--- config.mk ---
export PLATFORM = sky130hd
export DESIGN_NAME = ueh_unpredictable_encoding_handler
export DESIGN_NICKNAME = d
export VERILOG_FILES = /design/src/rtl/ueh_pkg.sv /design/src/rtl/ueh_sp_reg.sv /design/src/rtl/ueh_unpredictable_encoding_handler.sv
export SDC_FILE = /design/constraint.sdc
export NUM_CORES = 1
export LEC_CHECK = 0
export BUFFER_PORTS_ARGS = -buffer_cell sky130_fd_sc_hd__buf_2
export CAP_MARGIN = 10
export CORE_UTILIZATION = 45
export DETAILED_ROUTE_END_ITERATION = 8
export PLACE_DENSITY = 0.78
export SYNTH_ARGS = -nofsm -noshare
export SYNTH_HDL_FRONTEND = slang
export SYNTH_SLANG_ARGS = --single-unit
--- constraint.sdc ---
create_clock -name clk -period 2.4 [get_ports clk]
set_clock_uncertainty 0.1 [all_clocks]
set_input_delay 0.48 -clock clk [delete_from_list [all_inputs] [get_ports clk]]
set_output_delay 0.48 -clock clk [all_outputs]
set_load 0.02 [all_outputs]
--- src/rtl/ueh_pkg.sv ---
// Package for the unpredictable-encoding handler: decoded instruction carrier, classes and constants.
// Assumes an upstream decoder that classifies each instruction into the fields below.
package ueh_pkg;

	localparam int REG_PC       = 15;
	localparam int REG_SP       = 13;
	localparam int SP_LOW_BITS  = 2;
	localparam int FP_S_TOP     = 31;
	localparam int FP_D_TOP     = 15;
	localparam logic [31:0] SP_RESET = 32'h0000_0000;

	typedef enum logic [15:0] {
		UEH_OP_OTHER      = 16'h0001,
		UEH_OP_LDM        = 16'h0002,
		UEH_OP_STM        = 16'h0004,
		UEH_OP_FP_LDM     = 16'h0008,
		UEH_OP_FP_STM     = 16'h0010,
		UEH_OP_BCOND      = 16'h0020,
		UEH_OP_B          = 16'h0040,
		UEH_OP_BL         = 16'h0080,
		UEH_OP_BX         = 16'h0100,
		UEH_OP_BLX        = 16'h0200,
		UEH_OP_CMPBR      = 16'h0400,
		UEH_OP_TABLE_BR   = 16'h0800,
		UEH_OP_COND_START = 16'h1000,
		UEH_OP_PSTATE     = 16'h2000,
		UEH_OP_FP_DIRECT  = 16'h4000,
		UEH_OP_CUSTOM     = 16'h8000
	} ueh_op_t;

	typedef struct packed {
		logic        valid;
		ueh_op_t     op;
		logic        supported;
		logic        pc_bad;
		logic        sp_bad;
		logic        writeback;
		logic        is_load;
		logic        sp_write;
		logic        fp_double;
		logic [3:0]  base;
		logic [15:0] reg_list;
		logic [5:0]  fp_first;
		logic [5:0]  fp_count;
		logic [3:0]  continuation;
		logic        cont_altered;
		logic        branch_taken;
	} ueh_instr_t;

	typedef struct packed {
		logic        valid;
		logic        undefined_instruction_fault;
		logic        invalid_state_fault;
		logic        execute;
		logic        nop;
		logic        clear_cond_state;
		logic        stack_check;
		logic        store_initial_base;
		logic        base_unknown;
		logic [15:0] eff_list;
		logic [5:0]  fp_eff_count;
	} ueh_verdict_t;

	typedef enum logic [2:0] {
		UEH_ST_IDLE  = 3'h1,
		UEH_ST_ISSUE = 3'h2,
		UEH_ST_FAULT = 3'h4
	} ueh_state_t;

endpackage : ueh_pkg

--- src/rtl/ueh_sp_reg.sv ---
// Stack pointer storage whose two low bits read as zero and ignore writes.
// Assumes writes arrive from the execute stage on the core clock.
module ueh_sp_reg (
	input  wire logic        clk,
	input  wire logic        reset,
	input  wire logic        wr_en,
	input  wire logic [31:0] wr_data,
	output logic      [31:0] rd_data
);

	typedef struct packed {
		logic [31:ueh_pkg::SP_LOW_BITS] sp;
	} ueh_sp_state_t;

	ueh_sp_state_t state;
	ueh_sp_state_t next_state;

	always_comb begin
		next_state = state;
		if (wr_en) begin
			next_state.sp = wr_data[31:ueh_pkg::SP_LOW_BITS];
		end
	end

	always_ff @(posedge clk or posedge reset) begin
		if (reset) begin
			state.sp <= ueh_pkg::SP_RESET[31:ueh_pkg::SP_LOW_BITS];
		end else begin
			state <= next_state;
		end
	end

	assign rd_data = {state.sp, {ueh_pkg::SP_LOW_BITS{1'b0}}};

endmodule : ueh_sp_reg

--- src/rtl/ueh_unpredictable_encoding_handler.sv ---
// Decode-stage checker: turns unpredictable encodings into a fault or a defined fallback.
// Assumes an upstream decoder supplies one classified instruction per valid cycle.
module ueh_unpredictable_encoding_handler (
	input  wire logic                  clk,
	input  wire logic                  reset,
	input  wire ueh_pkg::ueh_instr_t   instr,
	input  wire logic                  in_cond_block,
	input  wire logic                  fp_present,
	input  wire logic                  exception_stacking,
	input  wire logic                  sp_wr_en,
	input  wire logic [31:0]           sp_wr_data,
	output logic [31:0]                sp_value,
	output ueh_pkg::ueh_verdict_t      verdict,
	output logic                       misuse_trap,
	output logic                       cond_block_exit
);

	typedef struct packed {
		ueh_pkg::ueh_state_t   fsm;
		ueh_pkg::ueh_verdict_t out;
		logic                  clear_cond;
	} ueh_main_state_t;

	ueh_main_state_t state;
	ueh_main_state_t next_state;

	////////////////////////////////////////////////////////////////////////////////
	// Stack pointer storage.

	ueh_sp_reg ueh_sp_reg_inst (
		.clk     (clk),
		.reset   (reset),
		.wr_en   (sp_wr_en),
		.wr_data (sp_wr_data),
		.rd_data (sp_value)
	);

	////////////////////////////////////////////////////////////////////////////////
	// Register list helpers.

	logic [4:0]  list_count;
	logic [15:0] below_base_mask;
	logic        base_in_list;
	logic        base_is_first;
	logic        pc_in_list;

	// Running count along the list, one small adder per register bit.
	logic [16:0][4:0] count_chain;

	assign count_chain[0] = 5'h00;

	for (genvar g = 0; g < 16; g++) begin : g_list_count
		assign count_chain[g + 1] = count_chain[g] + {4'h0, instr.reg_list[g]};
	end

	assign list_count = count_chain[16];

	// Bits strictly below the base register; base is first when none of them is listed.
	assign below_base_mask = (16'h0001 << instr.base) - 16'h0001;
	assign base_in_list    = instr.reg_list[instr.base];
	assign base_is_first   = base_in_list && ((instr.reg_list & below_base_mask) == 16'h0000);
	assign pc_in_list      = instr.reg_list[ueh_pkg::REG_PC];

	// Floating-point list trimmed to the implemented bank.
	logic [6:0] fp_end;
	logic [6:0] fp_limit;
	logic [5:0] fp_trim;

	always_comb begin
		fp_limit = instr.fp_double ? 7'(ueh_pkg::FP_D_TOP + 1) : 7'(ueh_pkg::FP_S_TOP + 1);
		fp_end   = {1'b0, instr.fp_first} + {1'b0, instr.fp_count};
		if ({1'b0, instr.fp_first} >= fp_limit) begin
			fp_trim = 6'h00;
		end else if (fp_end > fp_limit) begin
			fp_trim = 6'(fp_limit - {1'b0, instr.fp_first});
		end else begin
			fp_trim = instr.fp_count;
		end
	end

	////////////////////////////////////////////////////////////////////////////////
	// Fault classification.

	logic is_int_multi;
	logic is_fp_multi;
	logic undef_hit;
	logic inval_hit;
	logic cond_forbidden;

	assign is_int_multi = (instr.op == ueh_pkg::UEH_OP_LDM) || (instr.op == ueh_pkg::UEH_OP_STM);
	assign is_fp_multi  = (instr.op == ueh_pkg::UEH_OP_FP_LDM) || (instr.op == ueh_pkg::UEH_OP_FP_STM);

	always_comb begin
		cond_forbidden = 1'b0;
		if (in_cond_block) begin
			case (instr.op)
				ueh_pkg::UEH_OP_BCOND,
				ueh_pkg::UEH_OP_CMPBR,
				ueh_pkg::UEH_OP_COND_START,
				ueh_pkg::UEH_OP_PSTATE:     cond_forbidden = 1'b1;
				// Only the register-target exchange form is accepted by the decoder as BRANCH_LINK_EXCHANGE PC here.
				ueh_pkg::UEH_OP_BLX:        cond_forbidden = instr.pc_bad;
				ueh_pkg::UEH_OP_FP_DIRECT:  cond_forbidden = fp_present;
				ueh_pkg::UEH_OP_CUSTOM:     cond_forbidden = 1'b1;
				ueh_pkg::UEH_OP_B,
				ueh_pkg::UEH_OP_BL,
				ueh_pkg::UEH_OP_BX,
				ueh_pkg::UEH_OP_TABLE_BR:   cond_forbidden = 1'b0;
				default:                    cond_forbidden = 1'b0;
			endcase
		end
	end

	always_comb begin
		undef_hit = 1'b0;
		if (!instr.supported) begin
			undef_hit = 1'b1;
		end
		// Load multiple lists PC legitimately, so its PC flag is not taken as misuse.
		if (instr.pc_bad && (instr.op != ueh_pkg::UEH_OP_LDM)) begin
			undef_hit = 1'b1;
		end
		if (instr.sp_bad) begin
			undef_hit = 1'b1;
		end
		if ((instr.op == ueh_pkg::UEH_OP_STM) && pc_in_list) begin
			undef_hit = 1'b1;
		end
		if (cond_forbidden) begin
			undef_hit = 1'b1;
		end
	end

	always_comb begin
		inval_hit = 1'b0;
		if (is_int_multi && (instr.continuation != 4'h0)) begin
			// A restart that names an unlisted register cannot resume correctly.
			if (instr.cont_altered || !instr.reg_list[instr.continuation]) begin
				inval_hit = 1'b1;
			end
			if ((instr.op == ueh_pkg::UEH_OP_LDM) && base_in_list && (instr.continuation > instr.base)) begin
				inval_hit = 1'b1;
			end
		end
	end

	////////////////////////////////////////////////////////////////////////////////
	// Verdict register.

	always_comb begin
		next_state                 = state;
		next_state.out             = '0;
		next_state.clear_cond      = 1'b0;
		next_state.fsm             = ueh_pkg::UEH_ST_IDLE;
		case (state.fsm)
			ueh_pkg::UEH_ST_IDLE,
			ueh_pkg::UEH_ST_ISSUE,
			ueh_pkg::UEH_ST_FAULT: begin
				if (instr.valid) begin
					next_state.out.valid = 1'b1;
					// A fault suppresses execution so nothing architectural is touched.
					if (undef_hit) begin
						next_state.out.undefined_instruction_fault = 1'b1;
						next_state.fsm = ueh_pkg::UEH_ST_FAULT;
					end else if (inval_hit) begin
						next_state.out.invalid_state_fault = 1'b1;
						next_state.fsm = ueh_pkg::UEH_ST_FAULT;
					end else begin
						next_state.fsm = ueh_pkg::UEH_ST_ISSUE;
						next_state.out.execute = 1'b1;
						next_state.out.eff_list = instr.reg_list;
						if (is_int_multi && (list_count == 5'h00)) begin
							next_state.out.nop = 1'b1;
							next_state.out.execute = 1'b0;
						end
						if ((instr.op == ueh_pkg::UEH_OP_LDM) && pc_in_list && in_cond_block
							&& instr.branch_taken) begin
							next_state.clear_cond = 1'b1;
							next_state.out.clear_cond_state = 1'b1;
						end
						// Base writeback is dropped when the base is loaded.
						if ((instr.op == ueh_pkg::UEH_OP_LDM) && instr.writeback && base_in_list) begin
							next_state.out.store_initial_base = 1'b0;
						end
						if ((instr.op == ueh_pkg::UEH_OP_STM) && instr.writeback && base_is_first) begin
							next_state.out.store_initial_base = 1'b1;
						end
						if (is_fp_multi) begin
							next_state.out.fp_eff_count = fp_trim;
							next_state.out.base_unknown = instr.writeback && (fp_trim != instr.fp_count);
						end
						if (instr.sp_write && !instr.is_load) begin
							next_state.out.stack_check = 1'b1;
						end
					end
				end
				if (exception_stacking) begin
					next_state.out.stack_check = 1'b1;
				end
				if (instr.valid && instr.sp_write && instr.is_load && !exception_stacking) begin
					next_state.out.stack_check = 1'b0;
				end
			end
			default: begin
				next_state.fsm = ueh_pkg::UEH_ST_IDLE;
			end
		endcase
	end

	always_ff @(posedge clk or posedge reset) begin
		if (reset) begin
			state.fsm        <= ueh_pkg::UEH_ST_IDLE;
			state.out        <= '0;
			state.clear_cond <= 1'b0;
		end else begin
			state <= next_state;
		end
	end

	assign verdict         = state.out;
	assign misuse_trap     = state.out.undefined_instruction_fault | state.out.invalid_state_fault;
	assign cond_block_exit = state.clear_cond;

endmodule : ueh_unpredictable_encoding_handler

==> flow_summary.ini, run 1 <==
[status]
status = complete, but fails checks
violations = setup timing

[layout]
area_growth_pct = 37.88
final_common_cell = buf_2
layout_common_cells = buf_2 (154), buf_4 (82), dfrtp_1 (63)
final_nets = 780
multi_input_area_sq_um = 2432
drive_gt1_share_pct = 50.77
seqCellArea_sq_um = 1603
fill_cells = 750
diodes = 0

[worst_setup_path]
worst_path_max_delay_cell = fa_1
cpMostUsedCell = fa_1
path_cells = buf_8 -> inv_6 -> fa_1 -> inv_1 -> fa_1 -> fa_1 -> inv_1 -> fa_1 -> inv_1 -> ha_2 -> fa_1 -> nor4_1 -> nand2_1 -> nor4_2
cp.arrival_ps = 3880
critical_path.max_fanout = 2
crit_type = input pin to register
critPathCaptureType = register
worstPathRequired_ps = 2520
cpPeakStageDelay_ps = 540
cp-start-kind = input pin

[clock_tree]
cts_root_buf = clkbuf_8
htree_levels = 3
clk_pin_slew_worst_paths_ps = 60
cts_buffers = 9
cts_buffer_depth = 2
clock_latency_ps = 320
cts_tree = built
cts.sinks = 64

[timing]
slew_headroom_pct = 56.11
min_period_ps = 3765
hold_viol = 0
rsz0062_at_grt = true
worstMarginPinSlew_ps = 658.3
finalCritPeriodShare_pct = 156.9
final.setup.tns_ps = -5045
slew_viol_final = 0
worst_slack_ps = -1365
finalSetupViolCount = 9
fmaxAchievable_mhz = 265.6

[placed_design]
io_buffers = 160
dp_hpwl_mm = 9.581
pre_cts_slack_ps = -1764
gp_congestion = 0.9110

[routing]
dr.pass1.iters = 4
drt-wirelength-per-cell_um = 14.90
drtIter0Drc = 167
vias_per_cell = 5.161
finalWirelength_mm = 11.63
drc = 0
ant_nets = 0
via_count = 4031

[global_route]
gr-usage-all-layers_pct = 23.00
use_met1_pct = 28.88
antenna_found_initial = 0
grt_max_degree = 52
use_met3_pct = 4.003
grt_first_pass_wirelength_mm = 18.42
grt_use_met2_pct = 39.56
grt_pass1_vias = 3999
grt_busiest_layer = met2
grt_overflow = 0

[logic_synthesis]
synth_warnings = 0
ys_seq_area_share_pct = 36.05
synthTopCellsByArea = dfrtp_1 (35%), mux2_2 (8.4%), ha_1 (5.9%), buf_4 (5.6%), fa_1 (5.0%)
synth_edf_count = 0
synth_top_area_cell = dfrtp_1
synth_cell_type_count = 64
mappedNetlistArea_sq_um = 4446
synth_seq_cells = 64
syn_inst = 437
syn_area_per_cell_sq_um = 10.17
yosys.area.top_type_share_pct = 35.46
synthArstFlopShare_pct = 100.0
yosys_most_used_dff = dfrtp_1

[floorplan]
rows = 35
dieArea_sq_um = 10280
dieWidth_um = 101.4
die_height_um = 101.4
coreArea_sq_um = 9415
start_util_pct = 47.22
io_pins = 165

[power_and_ir_drop]
power.total_mw = 3.453
seqPwrFrac_pct = 35.5
p_int_mw = 2.355
p_clk_share_pct = 27.4
combPwrFrac_pct = 37.0
switching_share_pct = 31.78
max-vdd-ir-drop_mv = 0.3371
powerDensity_nw_per_um2 = 563.3
p_leak_nw = 3.114
p_switching_mw = 1.097

[flow_run]
timing.max_cap.violations = 0

[worst_hold_path]
hold_path_class = input pin to register
-- metrics by stage --
| stage | hold slack [ps] | util [%] | cell area [sq um] | instances |
|---|---|---|---|---|
| CTS | 248.6 | 64.88 | 6108 | 779 |
| global route | 271.2 | 65.10 | 6130 | 781 |
| global placement | 358.2 | 61.62 | 5802 | 760 |
| detailed placement | 361.3 | 61.62 | 5802 | 760 |
| floorplan | 473.1 | - | 4573 | 438 |
| finish | 264.8 | 65.10 | 6130 | 781 |
-- final timing paths --
check	from	endpoint	slack (ps)	cells past startpoint
min in group asynchronous	reset	verdict[18]$_DFF_PP0_	550	3
setup reg to reg	state[32]$_DFF_PP1_	verdict[23]$_DFF_PP0_	370	7
hold / removal	exception_stacking	verdict[24]$_DFF_PP0_	260	3
max in group asynchronous	reset	state[32]$_DFF_PP1_	1040	4
hold reg to reg	ueh_sp_reg_inst.state[21]$_DFFE_PP0P_	ueh_sp_reg_inst.state[21]$_DFFE_PP0P_	400	1
setup / recovery	instr[23]	verdict[26]$_DFF_PP0_	-1360	14
-- repair_timing --
action | 4_1_cts | 5_1_grt
gates resized for setup | 19 | 2
gates cloned | 0 | 0
setup endpoints to repair | 9 | 11
setup buffers | 3 | 2
pin swaps | 13 | 2
hold buffers | 1 | 0
hold endpoints to repair | 9 | 0
-- registers in the layout, indices dropped and copies added (netlist names) --
name	flops
cond_block_exit	1
verdict	30
state	3
ueh_sp_reg_inst.state	30
-- per-layer routing --
metal	share of wire (%)	vias up	wire length (um)
met4	1.8	0	208
met3	6.7	21	785
met2	48	170	5639
li1	-	1942	-
met1	43	1898	5000
met5	0	-	0
-- power groups by stage --
| stage | Combinational, mW | Clock [mW] | Sequential, mW |
|---|---|---|---|
| after floorplan | 0.744 | 0 | 1.31 |
| after global placement | 1.17 | 0 | 1.24 |
| after detailed placement | 1.22 | 0 | 1.25 |
| after CTS | 1.26 | 0.974 | 1.23 |
| after global routing | 1.41 | 1.02 | 1.24 |
| final | 1.28 | 0.947 | 1.23 |
-- logic make-up after synthesis --
| group | count (synthesis) | share of synthesized area, % |
|---|---|---|
| flip-flops | 64 | 36.05 |
| other | 1 | 0.08435 |
| buffers and inverters | 94 | 11.40 |
| adder cells (fa/ha/maj) | 32 | 10.86 |
| AND/OR/NAND/NOR | 114 | 14.13 |
| XOR/XNOR | 10 | 1.970 |
| multiplexers | 50 | 14.13 |
| AO/OA/AOI/OAI | 72 | 11.37 |
-- cells in the mapped netlist, drive strengths merged, types with 3 or more instances --
cell type,number
o21a,5
buf,42
nand2b,6
o21ai,14
dfrtp,63
fa,11
nor4,10
o2111ai,3
a221oi,3
o22ai,3
nand4,4
nor3b,11
nor2,24
nand3,6
mux2,33
nand2,20
a21o,3
nor3,18
a21oi,18
xor2,3
a22oi,3
clkbuf,7
or2,3
xnor2,7
mux2i,11
inv,45
mux4,6
ha,21
-- worst max-delay path, delay by kind of cell --
kind / cells / cell delay (ps)
fa+ha+maj: 6 / 2600
buf+inv: 5 / 260
simple gates: 3 / 550
-- cell type report --
type | count | share of cell area, %
clock buffers | 9 | 2.021
repair buffers | 248 | 25.29
flip-flops and latches | 64 | 26.15
multi-input cells | 280 | 39.68
inverters | 45 | 2.837
clock inverters | 6 | 1.388
well taps | 129 | 2.633
No activity file was read; power rests on OpenSTA's default activity.
==> run 2: changes to the inputs <==
Settings changed: ABC_AREA from default to 0, RECOVER_POWER from default to 50.
==> run 2 against run 1 <==
The flow finishes with violations (capacitance limit, slew limit, setup timing). Utilization down 0.15 points. Via count about the same. Critical path depth unchanged. Highest routed layer unchanged. Sequential power hardly changed. Die area unchanged. Register-to-register slack hardly changed. Clock-buffer cell count unchanged. Combinational power barely moved. Fmax decreased by 0.51%.
==> flow_summary.ini, run 2 (synthesis results as in run 1) <==
[power_and_ir_drop]
switching_share_pct = 31.80
power.total_mw = 3.447
powerDensity_nw_per_um2 = 563.7
p_switching_mw = 1.096
p_int_mw = 2.351
max-vdd-ir-drop_mv = 0.3371
combPwrFrac_pct = 37.0
p_clk_share_pct = 27.5
seqPwrFrac_pct = 35.5
p_leak_nw = 3.106

[floorplan]
dieWidth_um = 101.4
start_util_pct = 47.22
dieArea_sq_um = 10280
io_pins = 165
coreArea_sq_um = 9415
rows = 35
die_height_um = 101.4

[routing]
finalWirelength_mm = 11.63
vias_per_cell = 5.157
drt-wirelength-per-cell_um = 14.89
dr.pass1.iters = 4
drc = 0
drtIter0Drc = 170
via_count = 4028
ant_nets = 0

[timing]
final.setup.tns_ps = -5076
slew_headroom_pct = -4.718
fmaxAchievable_mhz = 264.3
slew_viol_final = 31
hold_viol = 0
min_period_ps = 3784
rsz0062_at_grt = true
finalSetupViolCount = 9
worstMarginPinSlew_ps = 1571
finalCritPeriodShare_pct = 157.7
worst_slack_ps = -1384

[worst_setup_path]
cpPeakStageDelay_ps = 540
cp-start-kind = input pin
critPathBufInv = 5
crit_type = input pin to register
worstPathRequired_ps = 2510
cp.arrival_ps = 3900
path_depth = 14
critPathLaunch = instr[23]
rrSetupSlack_ps = 370
r2r_start = state[32]$_DFF_PP1_
cpMostUsedCell = fa_1
path_cells = buf_8 -> inv_6 -> fa_1 -> inv_1 -> fa_1 -> fa_1 -> inv_1 -> fa_1 -> inv_1 -> ha_2 -> fa_1 -> nor4_1 -> nand2_1 -> nor4_2
critPathCaptureType = register
critical_path.top_delay_family = adder cells
worst_path_max_delay_cell = fa_1
r2r_cells = 7
critical_path.max_fanout = 2
r2r-end = verdict[23]$_DFF_PP0_

[clock_tree]
htree_levels = 3
cts_buffers = 9
clock_latency_ps = 320
cts_root_buf = clkbuf_8
cts.sinks = 64
clk_pin_slew_worst_paths_ps = 60
cts_buffer_depth = 2
cts_tree = built

[global_route]
grt_first_pass_wirelength_mm = 18.42
grt_overflow = 0
antenna_found_initial = 0
gr-usage-all-layers_pct = 23.00
grt_max_degree = 52
grt_pass1_vias = 3999

[layout]
area_growth_pct = 37.57
fill_cells = 753
diodes = 0
final_nets = 780
final_common_cell = buf_2
utilization_pct = 64.96
layout_common_cells = buf_2 (153), buf_4 (82), dfrtp_1 (63)
fin_area_sq_um = 6116
drive_gt1_share_pct = 50.31

[placed_design]
dp_hpwl_mm = 9.581
io_buffers = 160
placed_area_sq_um = 5802
gp_congestion = 0.9110

[worst_hold_path]
hold_path_class = input pin to register
min_delay_path_depth = 3
holdPathEnd = verdict[24]$_DFF_PP0_
hp-start = exception_stacking

[status]
status = complete, but fails checks
violations = capacitance limit, slew limit, setup timing

[flow_run]
timing.max_cap.violations = 1
==> run 2: power by group through the flow <==
| stage | registers, mW | clock network (mW) | logic (mW) |
|---|---|---|---|
| finish | 1.22 | 0.948 | 1.28 |
| global route | 1.24 | 1.02 | 1.41 |
| CTS | 1.23 | 0.974 | 1.26 |
| detailed placement | 1.25 | 0 | 1.22 |
| global placement | 1.24 | 0 | 1.17 |
| floorplan | 1.31 | 0 | 0.744 |
==> run 2: final cells by class <==
class / count / area (sq um) / share of cell area, %
multi-input combinational: 280 / 2432 / 39.77
sequential: 64 / 1603 / 26.21
timing repair buffer: 248 / 1536 / 25.12
inverter: 45 / 173.9 / 2.844
tap: 129 / 161.4 / 2.639
clock buffer: 9 / 123.9 / 2.025
clock inverter: 6 / 85.08 / 1.391
==> run 2: how the worst max path moves through the flow <==
| stage | to | slack (ps) |
|---|---|---|
| floorplan | verdict[27]$_DFF_PP0_ | -1430 |
| global placement | verdict[27]$_DFF_PP0_ | -1650 |
| detailed placement | verdict[26]$_DFF_PP0_ | -1760 |
| CTS | verdict[26]$_DFF_PP0_ | -1310 |
| global route | verdict[26]$_DFF_PP0_ | -1500 |
| finish | verdict[26]$_DFF_PP0_ | -1380 |
==> run 2: per-layer routing <==
metal | wire length (um) | vias up | part of all wire (%) | track usage [%]
met2 | 5663 | 166 | 49 | 39.56
met1 | 5019 | 1901 | 43 | 28.88
met5 | 0 | - | 0 | 0
met4 | 178 | 0 | 1.5 | 8.807
met3 | 768 | 18 | 6.6 | 4.003
li1 | - | 1943 | - | -
==> run 2: timing repair <==
action	CTS	global route
hold buffers	1	0
endpoints found under the hold margin	9	0
pin swaps	13	2
setup buffers	3	2
endpoints found under the setup margin	9	11
resized for setup	19	2
==> run 2: tightest hold or removal path: stages <==
cell     delay, ps
buf_2           70
nand2_1         50
o41ai_2         50
==> run 2: stage by stage <==
step           setup WS, ps  hold slack [ps]  cells
2_1_floorplan         -1429            473.1    438
3_3_place_gp          -1654            358.2    760
3_5_place_dp          -1764            361.3    760
4_1_cts               -1314            248.6    779
5_1_grt               -1495            271.2    781
6_report              -1384            264.9    781
